### src/core/ise_pkg.sv
// Constants, field layouts and carrier types for the terminal status LED encoder.
// Overview of operation
// - Segment format and hexadecimal format both offered.
// - Two right digits show closed input circuits.
// - Third digit a-e shows transistor and relay outputs.
// - Left digit segment a shows alarm relay.
// - Everything off shows dashes on all digits in segment format.
// - Hex format shows 16-bit word, MSB left.
// - Unassigned status word bits always read zero.
// - Forward run bit 0, backward run bit 1.
// - General inputs bits 2-8, drive permit bit 11.
// - Input bit is one while terminal shorted.
// - Transistor outputs occupy output word bits 0-3.
// - Relay output 5 occupies output bit 4.
// - Alarm relay contact occupies output bit 8.
// - Comm view adds three commands, bits 13-15.
// - Comm commands shown in normal, uninverted logic.
// - Option inputs 1-16 on bits 0-15.
// - Option outputs on bits 0-7, left digit unused in segment format.
// - Separate local, comm and option monitor items.
package ise_pkg;
   localparam int ADDR_W = 4;
   localparam logic [3:0] ADDR_CTRL = 4'h0;
   localparam logic [3:0] ADDR_IN_WORD = 4'h4;
   localparam logic [3:0] ADDR_OUT_WORD = 4'h8;
   localparam logic [3:0] ADDR_SEGMENTS = 4'hC;
   localparam logic [3:0] CTRL_RESET = 4'h0;
   localparam int CTRL_FMT_BIT = 2;
   localparam int CTRL_VIEW_BIT = 3;
   localparam logic [1:0] RESP_OKAY = 2'h0;
   localparam logic [1:0] RESP_SLVERR = 2'h2;
   localparam int IN_FWD_BIT = 0;
   localparam int IN_REV_BIT = 1;
   localparam int IN_GEN_LSB = 2;
   localparam int IN_PERMIT_BIT = 11;
   localparam int IN_COMM_LSB = 13;
   localparam int OUT_TR_LSB = 0;
   localparam int OUT_RELAY_BIT = 4;
   localparam int OUT_ALARM_BIT = 8;
   localparam int SEG_D = 3;
   localparam int SEG_F = 5;
   localparam logic [31:0] SEG_ALL_DASH = 32'h40404040;
   localparam logic [31:0] SEG_ALL_ZERO = 32'h3F3F3F3F;

   typedef enum logic [1:0] {ITEM_LOCAL, ITEM_COMM, ITEM_OPTION, ITEM_SPARE} ise_item_t;

   typedef struct packed {
      logic alarm_relay_contact;
      logic relay_output_5;
      logic [3:0] transistor_output;
      logic drive_permit;
      logic [6:0] general_input;
      logic backward_run_input;
      logic forward_run_input;
      logic [15:0] option_input;
      logic [7:0] option_output;
   } ise_term_pins_t;

   typedef struct packed {
      logic fault_reset_command;
      logic comm_backward_command;
      logic comm_forward_command;
   } ise_comm_cmd_t;
endpackage

### src/core/ise_io_status_led_encoder.sv
// Terminal status to four-digit seven-segment encoder with an AXI4-Lite register port.
`timescale 1ns/1ps
`default_nettype none
module ise_io_status_led_encoder
(
   input wire logic aclk,
   input wire logic aresetn,
   input wire logic [ise_pkg::ADDR_W-1:0] awaddr,
   input wire logic awvalid,
   output logic awready,
   input wire logic [31:0] wdata,
   input wire logic [3:0] wstrb,
   input wire logic wvalid,
   output logic wready,
   output logic [1:0] bresp,
   output logic bvalid,
   input wire logic bready,
   input wire logic [ise_pkg::ADDR_W-1:0] araddr,
   input wire logic arvalid,
   output logic arready,
   output logic [31:0] rdata,
   output logic [1:0] rresp,
   output logic rvalid,
   input wire logic rready,
   input wire ise_pkg::ise_term_pins_t term_pins,
   input wire ise_pkg::ise_comm_cmd_t comm_command_word,
   output logic [31:0] led_segments
);
   localparam int PIN_W = $bits(ise_pkg::ise_term_pins_t);
   logic [PIN_W-1:0] s1_r, s2_r, s3_r, stable_r, stable_nxt;
   ise_pkg::ise_term_pins_t pins;
   logic [3:0] ctrl_r, ctrl_nxt;
   ise_pkg::ise_item_t item;
   logic [15:0] in_word, out_word, hex_word;
   logic [7:0] digit1;
   logic [31:0] seg_r, seg_nxt;
   logic awready_r, awready_nxt, wready_r, wready_nxt;
   logic aw_held_r, aw_held_nxt, w_held_r, w_held_nxt;
   logic [ise_pkg::ADDR_W-1:0] waddr_r, waddr_nxt;
   logic [31:0] wdata_r, wdata_nxt;
   logic wstrb0_r, wstrb0_nxt;
   logic bvalid_r, bvalid_nxt;
   logic [1:0] bresp_r, bresp_nxt;
   logic arready_r, arready_nxt, rvalid_r, rvalid_nxt;
   logic [31:0] rdata_r, rdata_nxt;
   logic [1:0] rresp_r, rresp_nxt;

   // Conventional seven-segment glyph for one nibble, a in bit 0, dp left dark.
   function automatic logic [7:0] hex_glyph(input logic [3:0] n);
      logic [7:0] g;
      g = 8'h00;
      unique case (n)
         4'h0: g = 8'h3F;
         4'h1: g = 8'h06;
         4'h2: g = 8'h5B;
         4'h3: g = 8'h4F;
         4'h4: g = 8'h66;
         4'h5: g = 8'h6D;
         4'h6: g = 8'h7D;
         4'h7: g = 8'h07;
         4'h8: g = 8'h7F;
         4'h9: g = 8'h6F;
         4'hA: g = 8'h77;
         4'hB: g = 8'h7C;
         4'hC: g = 8'h39;
         4'hD: g = 8'h5E;
         4'hE: g = 8'h79;
         4'hF: g = 8'h71;
      endcase
      return g;
   endfunction

   // A pin change is accepted only once the second and third stages agree, so a
   // bouncing contact cannot leave a half-taken value behind.
   always_comb
   begin
      stable_nxt = (stable_r & (s2_r ^ s3_r)) | (s3_r & ~(s2_r ^ s3_r));
   end

   always_ff @(posedge aclk)
   begin
      if (!aresetn)
      begin
         s1_r <= '0;
         s2_r <= '0;
         s3_r <= '0;
         stable_r <= '0;
      end
      else
      begin
         s1_r <= term_pins;
         s2_r <= s1_r;
         s3_r <= s2_r;
         stable_r <= stable_nxt;
      end
   end

   assign pins = ise_pkg::ise_term_pins_t'(stable_r);
   assign item = ise_pkg::ise_item_t'(ctrl_r[1:0]);

   // Status words of the selected monitor item; the spare code falls back to local.
   always_comb
   begin
      in_word = 16'h0000;
      out_word = 16'h0000;
      unique case (item)
         ise_pkg::ITEM_OPTION:
         begin
            in_word = pins.option_input;
            out_word = {8'h00, pins.option_output};
         end
         ise_pkg::ITEM_LOCAL, ise_pkg::ITEM_COMM, ise_pkg::ITEM_SPARE:
         begin
            // Closed terminal reads one.
            in_word[ise_pkg::IN_FWD_BIT] = pins.forward_run_input;
            in_word[ise_pkg::IN_REV_BIT] = pins.backward_run_input;
            in_word[ise_pkg::IN_GEN_LSB +: 7] = pins.general_input;
            in_word[ise_pkg::IN_PERMIT_BIT] = pins.drive_permit;
            out_word[ise_pkg::OUT_TR_LSB +: 4] = pins.transistor_output;
            out_word[ise_pkg::OUT_RELAY_BIT] = pins.relay_output_5;
            out_word[ise_pkg::OUT_ALARM_BIT] = pins.alarm_relay_contact;
            if (item == ise_pkg::ITEM_COMM)
            begin
               // Commands pass at their own level, never inverted.
               in_word[ise_pkg::IN_COMM_LSB +: 3] = comm_command_word;
            end
         end
      endcase
   end

   // Digit drive; the dash pattern keeps an all-off display from looking unpowered.
   always_comb
   begin
      hex_word = ctrl_r[ise_pkg::CTRL_VIEW_BIT] ? out_word : in_word;
      digit1 = 8'h00;
      digit1[0] = in_word[8];
      digit1[ise_pkg::SEG_D] = in_word[ise_pkg::IN_PERMIT_BIT];
      digit1[ise_pkg::SEG_F +: 3] = in_word[ise_pkg::IN_COMM_LSB +: 3];
      if (ctrl_r[ise_pkg::CTRL_FMT_BIT])
      begin
         seg_nxt = {hex_glyph(hex_word[15:12]), hex_glyph(hex_word[11:8]),
                    hex_glyph(hex_word[7:4]), hex_glyph(hex_word[3:0])};
      end
      else if (item == ise_pkg::ITEM_OPTION)
      begin
         seg_nxt = {8'h00, out_word[7:0], in_word[15:8], in_word[7:0]};
      end
      else
      begin
         seg_nxt = {7'h00, out_word[ise_pkg::OUT_ALARM_BIT],
                    3'h0, out_word[4:0], digit1, in_word[7:0]};
      end
      if (!ctrl_r[ise_pkg::CTRL_FMT_BIT] && seg_nxt == 32'h00000000)
      begin
         seg_nxt = ise_pkg::SEG_ALL_DASH;
      end
   end

   // Bus channels: address and data are held until both arrived, then one answer.
   always_comb
   begin
      awready_nxt = awready_r;
      wready_nxt = wready_r;
      aw_held_nxt = aw_held_r;
      w_held_nxt = w_held_r;
      waddr_nxt = waddr_r;
      wdata_nxt = wdata_r;
      wstrb0_nxt = wstrb0_r;
      bvalid_nxt = bvalid_r;
      bresp_nxt = bresp_r;
      ctrl_nxt = ctrl_r;
      arready_nxt = arready_r;
      rvalid_nxt = rvalid_r;
      rdata_nxt = rdata_r;
      rresp_nxt = rresp_r;
      if (awvalid && awready_r)
      begin
         aw_held_nxt = 1'b1;
         awready_nxt = 1'b0;
         waddr_nxt = awaddr;
      end
      if (wvalid && wready_r)
      begin
         w_held_nxt = 1'b1;
         wready_nxt = 1'b0;
         wdata_nxt = wdata;
         wstrb0_nxt = wstrb[0];
      end
      if (aw_held_r && w_held_r && !bvalid_r)
      begin
         bvalid_nxt = 1'b1;
         bresp_nxt = (waddr_r[1:0] == 2'h0) ? ise_pkg::RESP_OKAY : ise_pkg::RESP_SLVERR;
         if (waddr_r == ise_pkg::ADDR_CTRL && wstrb0_r)
         begin
            ctrl_nxt = wdata_r[3:0];
         end
      end
      if (bvalid_r && bready)
      begin
         bvalid_nxt = 1'b0;
         aw_held_nxt = 1'b0;
         w_held_nxt = 1'b0;
         awready_nxt = 1'b1;
         wready_nxt = 1'b1;
      end
      if (arvalid && arready_r)
      begin
         arready_nxt = 1'b0;
         rvalid_nxt = 1'b1;
         rresp_nxt = ise_pkg::RESP_OKAY;
         unique case (araddr)
            ise_pkg::ADDR_CTRL: rdata_nxt = {28'h0000000, ctrl_r};
            ise_pkg::ADDR_IN_WORD: rdata_nxt = {16'h0000, in_word};
            ise_pkg::ADDR_OUT_WORD: rdata_nxt = {16'h0000, out_word};
            ise_pkg::ADDR_SEGMENTS: rdata_nxt = seg_r;
            default:
            begin
               rdata_nxt = 32'h00000000;
               rresp_nxt = ise_pkg::RESP_SLVERR;
            end
         endcase
      end
      if (rvalid_r && rready)
      begin
         rvalid_nxt = 1'b0;
         arready_nxt = 1'b1;
      end
   end

   always_ff @(posedge aclk)
   begin
      if (!aresetn)
      begin
         awready_r <= 1'b1;
         wready_r <= 1'b1;
         aw_held_r <= 1'b0;
         w_held_r <= 1'b0;
         waddr_r <= '0;
         wdata_r <= 32'h00000000;
         wstrb0_r <= 1'b0;
         bvalid_r <= 1'b0;
         bresp_r <= ise_pkg::RESP_OKAY;
         ctrl_r <= ise_pkg::CTRL_RESET;
         arready_r <= 1'b1;
         rvalid_r <= 1'b0;
         rdata_r <= 32'h00000000;
         rresp_r <= ise_pkg::RESP_OKAY;
         seg_r <= ise_pkg::SEG_ALL_DASH;
      end
      else
      begin
         awready_r <= awready_nxt;
         wready_r <= wready_nxt;
         aw_held_r <= aw_held_nxt;
         w_held_r <= w_held_nxt;
         waddr_r <= waddr_nxt;
         wdata_r <= wdata_nxt;
         wstrb0_r <= wstrb0_nxt;
         bvalid_r <= bvalid_nxt;
         bresp_r <= bresp_nxt;
         ctrl_r <= ctrl_nxt;
         arready_r <= arready_nxt;
         rvalid_r <= rvalid_nxt;
         rdata_r <= rdata_nxt;
         rresp_r <= rresp_nxt;
         seg_r <= seg_nxt;
      end
   end

   assign awready = awready_r;
   assign wready = wready_r;
   assign bvalid = bvalid_r;
   assign bresp = bresp_r;
   assign arready = arready_r;
   assign rvalid = rvalid_r;
   assign rdata = rdata_r;
   assign rresp = rresp_r;
   assign led_segments = seg_r;
endmodule
`default_nettype wire

### config.mk
export PLATFORM = sky130hd
export DESIGN_NAME = ise_io_status_led_encoder
export DESIGN_NICKNAME = d
export VERILOG_FILES = /design/src/core/ise_pkg.sv /design/src/core/ise_io_status_led_encoder.sv
export SDC_FILE = /design/constraint.sdc
export NUM_CORES = 1
export LEC_CHECK = 0
export BUFFER_PORTS_ARGS = -buffer_cell sky130_fd_sc_hd__clkbuf_2
export CORE_AREA = 5 5 154 156
export CTS_CLUSTER_SIZE = 30
export DETAILED_ROUTE_END_ITERATION = 10
export DIE_AREA = 0 0 159 161
export MAX_ROUTING_LAYER = met4
export PLACE_DENSITY = 0.66
export SYNTH_ARGS = -nofsm -noshare
export SYNTH_HDL_FRONTEND = slang
export SYNTH_SLANG_ARGS = --single-unit
### constraint.sdc
create_clock -name aclk -period 6.86 [get_ports aclk]
set_input_delay 0.686 -clock aclk [delete_from_list [all_inputs] [get_ports aclk]]
set_output_delay 0.686 -clock aclk [all_outputs]
set_load 0.005 [all_outputs]
==> results of run 1 <==
[worst max-delay path, delay by kind of cell (launching register included)]
kind,cells,cell delay [ns]
AOI/OAI and AO/OA,2,0.31
muxes,2,0.66
and+or+nand+nor,8,1.79
buffers and inverters,2,0.54
adders and majority gates,1,0.21
DFF,1,0.32
[through the flow]
step / setup slack, ns / hold WS (ns) / area, um2 / utilization
2_1_floorplan: 3.31 / 0.412 / 9820 / -
5_1_grt: 2.69 / 0.357 / 11500 / 0.519
3_3_place_gp: 3.05 / 0.416 / 10600 / 0.478
4_1_cts: 2.98 / 0.356 / 11500 / 0.519
3_5_place_dp: 3.05 / 0.418 / 10600 / 0.478
6_report: 2.97 / 0.372 / 11500 / 0.519
[worst paths after layout]
kind | slack (ns) | to | depth (start not counted)
setup / recovery | 2.97 | led_segments[22] | 15
hold / removal | 0.37 | s1_r[12] | 2
setup reg to reg | 2.97 | led_segments[22] | 15
hold reg to reg | 0.43 | s2_r[36] | 1
[per-layer routing]
layer	GRT usage	vias up
met3	0.0367	50
met1	0.254	3433
met4	0.0733	0
met5	-	-
met2	0.271	271
li1	-	3906
[synthesized netlist by cell type, types with 4 or more instances]
cell type and count:
o21ai_0 62, dfxtp_1 244, mux2i_1 34, o22ai_1 5
a211oi_1 6, buf_4 7, nand3b_1 12, nor2b_1 11
a31oi_1 8, buf_1 5, buf_2 10, a22oi_1 12
o211ai_1 4, nor2_1 68, ha_1 28, o21a_1 5
inv_1 21, nand2_1 123, nor3_1 13, clkbuf_1 42
a311oi_1 4, a32oi_1 5, nand4_1 4, and2_1 136
nand3_1 37, a21oi_1 99, mux2_2 6
[layout make-up]
| type | count | area, um2 | share of cell area |
|---|---|---|---|
| Clock inverter | 9 | 201 | 0.0175 |
| Multi-Input combinational cell | 750 | 4560 | 0.395 |
| Inverter | 23 | 86.3 | 0.00749 |
| Tap cell | 285 | 357 | 0.0309 |
| Clock buffer | 34 | 709 | 0.0615 |
| Sequential cell | 244 | 4880 | 0.424 |
| Timing Repair Buffer | 141 | 731 | 0.0634 |
[report_power, final]
group / switching (mW) / internal, mW / leakage, nW / total (mW)
clock: 0.526 / 0.946 / 0.442 / 1.47
sequential: 0.0176 / 1.45 / 1.99 / 1.47
combinational: 0.0557 / 0.0413 / 2.26 / 0.0970
total: 0.599 / 2.44 / 4.69 / 3.04
[cell families (layout without fill, tap and decap cells)]
kind of cell	Yosys count	count (layout)	synth area share
buffers and inverters	88	207	0.0384
xor gates and xnor gates	2	2	0.00179
DFF	244	244	0.498
other	1	4	0.000382
and+or+nand+nor	424	424	0.221
muxes	44	44	0.0491
adders and majority gates	28	28	0.0357
AOI/OAI and AO/OA	248	248	0.155
==> impl_metrics.yaml, run 1 <==
run_status:
  status: "finished clean"
layout:
  fill_cells: 2079
  layout.nets: 1307
  final_cell_mix: "244 x dfxtp_1, 136 x and2_1, 130 x clkbuf_2"
  n_antenna_cell: 0
  final_cells: 1486
  final_common_cell: "dfxtp_1"
  drive_above_1_share: 0.168
  syn_to_final_growth_pct: 17.6
power:
  power_mw: 3.04
  power.density_nw_per_um2: 264
  peakVddDrop_uv: 169
  power_leakage_nw: 4.69
routing:
  wl_per_cell_um: 16.1
  wl_met3_mm: 1.86
  first_pass_iters: 5
  vias: 7660
  ant_nets: 0
  met1_length_mm: 11.2
  drt_iter0_drc: 583
  wl_mm: 23.9
  viasPerCell: 5.15
  remaining_drc_errors: 0
  met2_length_mm: 9.93
  top_layer: "met4"
critical_path:
  crit_chain: "nand2b_1 > buf_4 > mux2i_1 > nand2_1 > and2_1 > inv_1 > ha_1 > nand3b_1 > mux2_2 > a32oi_1 > a221oi_1 > nor4_1 > nand4_1 > and4b_1 > nand3b_1"
  r2r-start: "ctrl_r[0]"
  path_class: "reg2reg"
  crit_top_cell: "nand3b_1"
  cp-start-kind: "flip-flop"
  critPathLaunch: "ctrl_r[0]"
  crit_required_ns: 7.30
  critPathSlowestCell: "buf_4"
  arrival_ns: 4.33
  crit_fanout: 28
  slowest_delay_ns: 0.45
  end_kind: "flip-flop"
floorplan:
  start_util: 0.441
  fp.dieW_um: 159
  rows: 55
  core-area_um2: 22200
  dieArea_um2: 25600
  ios: 167
  die_h_um: 161
grt:
  grtUsageTotal: 0.186
  first_global_vias: 7315
  grt_max_degree: 79
  grt_overflow_total: 0
  antenna_found_initial: 0
  grt_first_pass_wirelength_mm: 38.8
hold_path:
  hp-class: "in2reg"
  hp-start: "term_pins[12]"
synth:
  synth_edf_count: 0
  postSynthCellCount: 1079
  synth_ff_type: "dfxtp_1"
  synth_area_um2: 9810
  async_reset_ff_frac: 0
  synth_top_area_cell: "dfxtp_1"
  ys_top_cells_by_area: "dfxtp_1 50%, and2_1 8.7%, a21oi_1 5.1%"
  ys_seq_area_frac: 0.498
  synth_seq_cells: 244
  synth_top_area_share: 0.498
  ys_types: 72
  ys_warn_count: 0
  syn_area_per_cell_um2: 9.09
cts:
  htreeDepth: 1
  root_buffer: "clkbuf_16"
  clock_sinks: 244
  clk_latency_ns: 0.51
  postCtsSetupRepairBufs: 0
  hold_buffers: 0
  cts_buffer_depth: 3
  cts_made_buffers: 25
  cts_tree: "done"
  cts-resized-gates: 0
  clkTransAtPathRegs_ns: 0.06
place:
  dp_hpwl_mm: 17.2
  gp_congestion: 0.924
  numPortBuffers: 131
  place_inst: 1443
timing:
  fin_crit_sh: 0.567
  final-setup-viol-count: 0
  tightest_slew_ns: 1.17
  fmax_mhz: 257
  rsz0062_at_grt: "false"
  finalSetupTns_ns: 0
  slew-limit-headroom: 0.222
  min_period_ns: 3.89
  finalHoldViolations: 0
  drv_slew: 0
  clock_skew_ns: 0.0173
flow_run:
  maxCapViolations: 0
Power figures use the tool's default switching activity.
==> inputs of run 2 (changes only) <==
--- a/config.mk
+++ b/config.mk
@@ -11,7 +11,7 @@
 export DETAILED_ROUTE_END_ITERATION = 10
 export DIE_AREA = 0 0 159 161
 export MAX_ROUTING_LAYER = met4
-export PLACE_DENSITY = 0.66
+export PLACE_DENSITY = 0.68
 export SYNTH_ARGS = -nofsm -noshare
 export SYNTH_HDL_FRONTEND = slang
 export SYNTH_SLANG_ARGS = --single-unit
==> constraint.sdc (replaced) <==
create_clock -name aclk -period 3.2 [get_ports aclk]
set_input_delay 0.32 -clock aclk [delete_from_list [all_inputs] [get_ports aclk]]
set_output_delay 0.32 -clock aclk [all_outputs]
set_load 0.005 [all_outputs]
==> run 2 against run 1 <==
Clock skew shrank 0.0057 ns. Setup slack lost 2.8 ns. Hold slack lost 0.36 ns. Die area is the same. Utilization grew 3.1 points. Largest cell class unchanged. Largest power group unchanged. Highest routed layer unchanged.
==> impl_metrics.yaml, run 2 (synthesis results as in run 1) <==
hold_path:
  hp-start: "term_pins[7]"
  hp-class: "in2reg"
  whs_endpoint: "s1_r[7]"
  worst_hold_path.num_cells: 2
place:
  dp_hpwl_mm: 18.7
  gp_congestion: 0.960
  dpl_cell_area_um2: 11100
  numPortBuffers: 131
cts:
  cts_made_buffers: 25
  clk_latency_ns: 0.52
  cts_tree: "done"
  cts_buffer_depth: 3
  htreeDepth: 1
  clock_sinks: 244
  root_buffer: "clkbuf_16"
  clkTransAtPathRegs_ns: 0.06
power:
  peakVddDrop_uv: 364
  power.density_nw_per_um2: 529
  p_int_mw: 5.15
  power_leakage_nw: 5.06
  combPwrFrac: 0.038
  seqPwrFrac: 0.488
  p_switching_mw: 1.31
  clockPowerShare: 0.474
  sw_frac_of_total: 0.203
timing:
  final-setup-viol-count: 0
  clock_skew_ns: 0.0116
  fmax_mhz: 331
  fin_crit_sh: 0.944
  tightest_slew_ns: 1.07
  finalSetupTns_ns: 0
  finalHoldViolations: 0
  rsz0062_at_grt: "false"
  min_period_ns: 3.02
  slew-limit-headroom: 0.279
  drv_slew: 0
critical_path:
  end_kind: "flip-flop"
  path_class: "reg2reg"
  r2r-start: "ctrl_r[0]"
  crit_fanout: 13
  rrSetupSlack_ns: 0.18
  critPathLaunch: "ctrl_r[0]"
  reg2reg_to: "led_segments[6]"
  arrival_ns: 3.42
  rr_worst_depth: 13
  crit_required_ns: 3.60
  cp-start-kind: "flip-flop"
grt:
  grtUsageTotal: 0.197
  first_global_vias: 7623
  antenna_found_initial: 0
  grt_first_pass_wirelength_mm: 41.2
  grt_use_met3: 0.0408
  grt_overflow_total: 0
  grt-busiest-layer: "met2"
  grt_max_degree: 137
  met1_usage: 0.264
  grt_use_met2: 0.306
routing:
  remaining_drc_errors: 0
  first_pass_iters: 6
  wl_mm: 25.5
  ant_nets: 0
  vias: 8072
  viasPerCell: 5.15
  drt_iter0_drc: 601
  wl_per_cell_um: 16.3
floorplan:
  dieArea_um2: 25600
  rows: 55
  core-area_um2: 22200
  ios: 167
  die_h_um: 161
  start_util: 0.441
  fp.dieW_um: 159
layout:
  design_area_um2: 12200
  syn_to_final_growth_pct: 24.7
  final_util: 0.550
  final_common_cell: "dfxtp_1"
  drive_above_1_share: 0.205
  n_antenna_cell: 0
  layout.nets: 1386
  final_cell_mix: "244 x dfxtp_1, 136 x and2_1, 130 x clkbuf_2"
run_status:
  status: "finished clean"
flow_run:
  maxCapViolations: 0
==> run 2: what timing repair did <==
item / CTS / global route
endpoints found under the setup margin: 0 / 4
setup buffers: 0 / 1
gates resized for setup: 0 / 5
hold buffers: 25 / 0
endpoints found under the hold margin: 25 / 0
==> run 2: cell type report <==
class / count / area (um2)
Inverter: 23 / 86.3
Clock buffer: 36 / 737
Timing Repair Buffer: 220 / 1420
Tap cell: 285 / 357
Multi-Input combinational cell: 750 / 4590
Sequential cell: 244 / 4880
Fill cell: 2026 / 10000
Clock inverter: 8 / 146
==> run 2: how the worst max path moves through the flow <==
stage / to / slack, ns
after floorplan: led_segments[6] / 0.006
after global placement: led_segments[30] / 0.17
after detailed placement: led_segments[22] / 0.12
after CTS: led_segments[22] / 0.09
after global routing: led_segments[22] / 0.002
final: led_segments[6] / 0.18
==> run 2: per-layer routing <==
metal  vias up  share of wire
met5         -              0
met4         0          0.027
met3        51          0.073
met2       276           0.44
met1      3664           0.46
li1       4081              -
==> run 2: per-stage QoR <==
step | instances | hold WS [ns] | worst slack, ns | total power [mW]
6_report | 1566 | 0.0158 | 0.178 | 6.47
5_1_grt | 1566 | 0.00462 | 0.00204 | 6.70
3_3_place_gp | 1496 | 0.414 | 0.175 | 3.44
3_5_place_dp | 1496 | 0.418 | 0.120 | 3.45
2_1_floorplan | 1082 | 0.412 | 0.00569 | 3.35
4_1_cts | 1565 | 0.0000554 | 0.0897 | 6.54
==> run 2: worst max-delay path: stages (launching register included) <==
cell and delay [ns]:
dfxtp_1 0.32, nand2b_1 0.15, buf_12 0.15, buf_4 0.14, mux2_2 0.39, o21ba_2 0.27, inv_1 0.14, ha_1 0.17
a211o_1 0.09, o21ai_0 0.14, a41o_1 0.29, nand4_1 0.10, and4b_2 0.26, or3_1 0.30
==> run 2: power by group through the flow <==
stage,Combinational [mW],Clock (mW),Sequential [mW]
global route,0.275,3.26,3.17
global placement,0.220,0,3.22
floorplan,0.137,0,3.21
CTS,0.246,3.13,3.16
detailed placement,0.222,0,3.22
finish,0.244,3.07,3.16
==> inputs of run 3 (changes only) <==
--- a/config.mk
+++ b/config.mk
@@ -6,10 +6,11 @@
 export NUM_CORES = 1
 export LEC_CHECK = 0
 export BUFFER_PORTS_ARGS = -buffer_cell sky130_fd_sc_hd__clkbuf_2
-export CORE_AREA = 5 5 154 156
+export CAP_MARGIN = 20
+export CORE_AREA = 2 2 151 153
 export CTS_CLUSTER_SIZE = 30
 export DETAILED_ROUTE_END_ITERATION = 10
-export DIE_AREA = 0 0 159 161
+export DIE_AREA = 0 0 153 155
 export MAX_ROUTING_LAYER = met4
 export PLACE_DENSITY = 0.68
 export SYNTH_ARGS = -nofsm -noshare
==> run 3 against run 2 <==
Register-to-register slack is essentially flat. Power grew 0.98%. Sequential cell count is the same. Clock power grew 2%. Die area shrank 7.4%. Critical endpoint is now led_segments[22]. Largest power group unchanged. Highest routed layer unchanged.
==> impl_metrics.yaml, run 3 (synthesis results as in run 1) <==
power:
  power.density_nw_per_um2: 532
  peakVddDrop_uv: 371
  power_mw: 6.53
  power_leakage_nw: 5.09
cts:
  cts_buffer_depth: 3
  clkTransAtPathRegs_ns: 0.06
  htreeDepth: 1
  cts_made_buffers: 25
  clock_sinks: 244
  cts_tree: "done"
  clk_latency_ns: 0.53
  root_buffer: "clkbuf_16"
  postCtsSetupRepairBufs: 0
routing:
  drt_iter0_drc: 499
  wl_per_cell_um: 15.8
  ant_nets: 0
  first_pass_iters: 5
  wl_mm: 24.8
  remaining_drc_errors: 0
  vias: 8197
  viasPerCell: 5.21
grt:
  grt_max_degree: 70
  grt_first_pass_wirelength_mm: 39.9
  grt_overflow_total: 0
  grt_use_met3: 0.0326
  grt-busiest-layer: "met2"
  grt_use_met2: 0.334
  antenna_found_initial: 0
  first_global_vias: 7538
  met1_usage: 0.279
  grtUsageTotal: 0.211
critical_path:
  arrival_ns: 3.50
  cp-start-kind: "flip-flop"
  end_kind: "flip-flop"
  crit_fanout: 4
  path_class: "reg2reg"
  crit_required_ns: 3.67
layout:
  n_antenna_cell: 0
  final_common_cell: "dfxtp_1"
  design_area_um2: 12300
  final_cell_mix: "244 x dfxtp_1, 136 x and2_1, 130 x clkbuf_2"
  layout.nets: 1392
  final_cells: 1574
  syn_to_final_growth_pct: 25.3
  drive_above_1_share: 0.201
  final_util: 0.553
floorplan:
  dieArea_um2: 23700
  core-area_um2: 22200
  fp.dieW_um: 153
  start_util: 0.441
  rows: 55
  die_h_um: 155
  ios: 167
place:
  dp_hpwl_mm: 18.0
  place_inst: 1494
  gp_congestion: 0.952
  numPortBuffers: 131
  dp_slack_ns: 0.221
  dpl_cell_area_um2: 11000
timing:
  fmax_mhz: 329
  tightest_slew_ns: 1.02
  setup_ws_ns: 0.164
  clock_skew_ns: 0.0179
  finalSetupTns_ns: 0
  final-setup-viol-count: 0
  worst_hold_slack_ns: 0.0160
  slew-limit-headroom: 0.314
  fin_crit_sh: 0.949
  min_period_ns: 3.04
  finalHoldViolations: 0
  drv_slew: 0
hold_path:
  hp-class: "in2reg"
flow_run:
  maxCapViolations: 0
run_status:
  status: "finished clean"
run 3: changes by cell type in the layout (fill, tap and decap cells not counted), sizes merged:
cell         previous run  this run
dlygate4sd3            25        34
buf                    65        62
clkinv                  4         2
clkinvlp                0         2
clkbuf                166       167
inv                    23        24
run 3: layer usage:
layer / wire length, um / up-vias
li1: - / 4097
met1: 11400 / 3768
met2: 11100 / 283
met3: 1510 / 49
met4: 886 / 0
met5: 0 / -
run 3: cell type report:
type	instances	area, um2
Inverter	23	86.3
Clock inverter	9	169
Multi-Input combinational cell	750	4580
Sequential cell	244	4880
Clock buffer	37	741
Tap cell	285	357
Fill cell	2022	9950
Timing Repair Buffer	226	1470
run 3: worst paths after layout:
path         slack, ns         start  depth (start not counted)                to
max               0.16     ctrl_r[1]                         15  led_segments[22]
min               0.02  term_pins[8]                          2           s1_r[8]
max reg2reg       0.16     ctrl_r[1]                         15  led_segments[22]
min reg2reg       0.43      s1_r[38]                          1          s2_r[38]
run 3: critical path: stages, from the launching register on:
cell,delay [ns]
dfxtp_1,0.32
buf_4,0.13
nor2b_2,0.16
o21ai_1,0.35
nand2_1,0.11
o21a_1,0.16
inv_2,0.09
ha_4,0.13
nand3b_1,0.09
mux2_2,0.28
a32oi_1,0.22
a221oi_2,0.07
nor4_1,0.24
nand4_1,0.16
and4b_2,0.35
nand3b_1,0.11
run 3: where the power goes:
group          internal, mW  switching [mW]  leakage [nW]
clock network          1.94            1.18         0.439
logic                 0.123           0.130          2.66
registers              3.12          0.0380          1.99
run 3: repair_timing:
item | CTS | global route
hold endpoints to repair | 34 | 0
resized for setup | 0 | 2
hold buffers | 34 | 0
endpoints found under the setup margin | 0 | 3
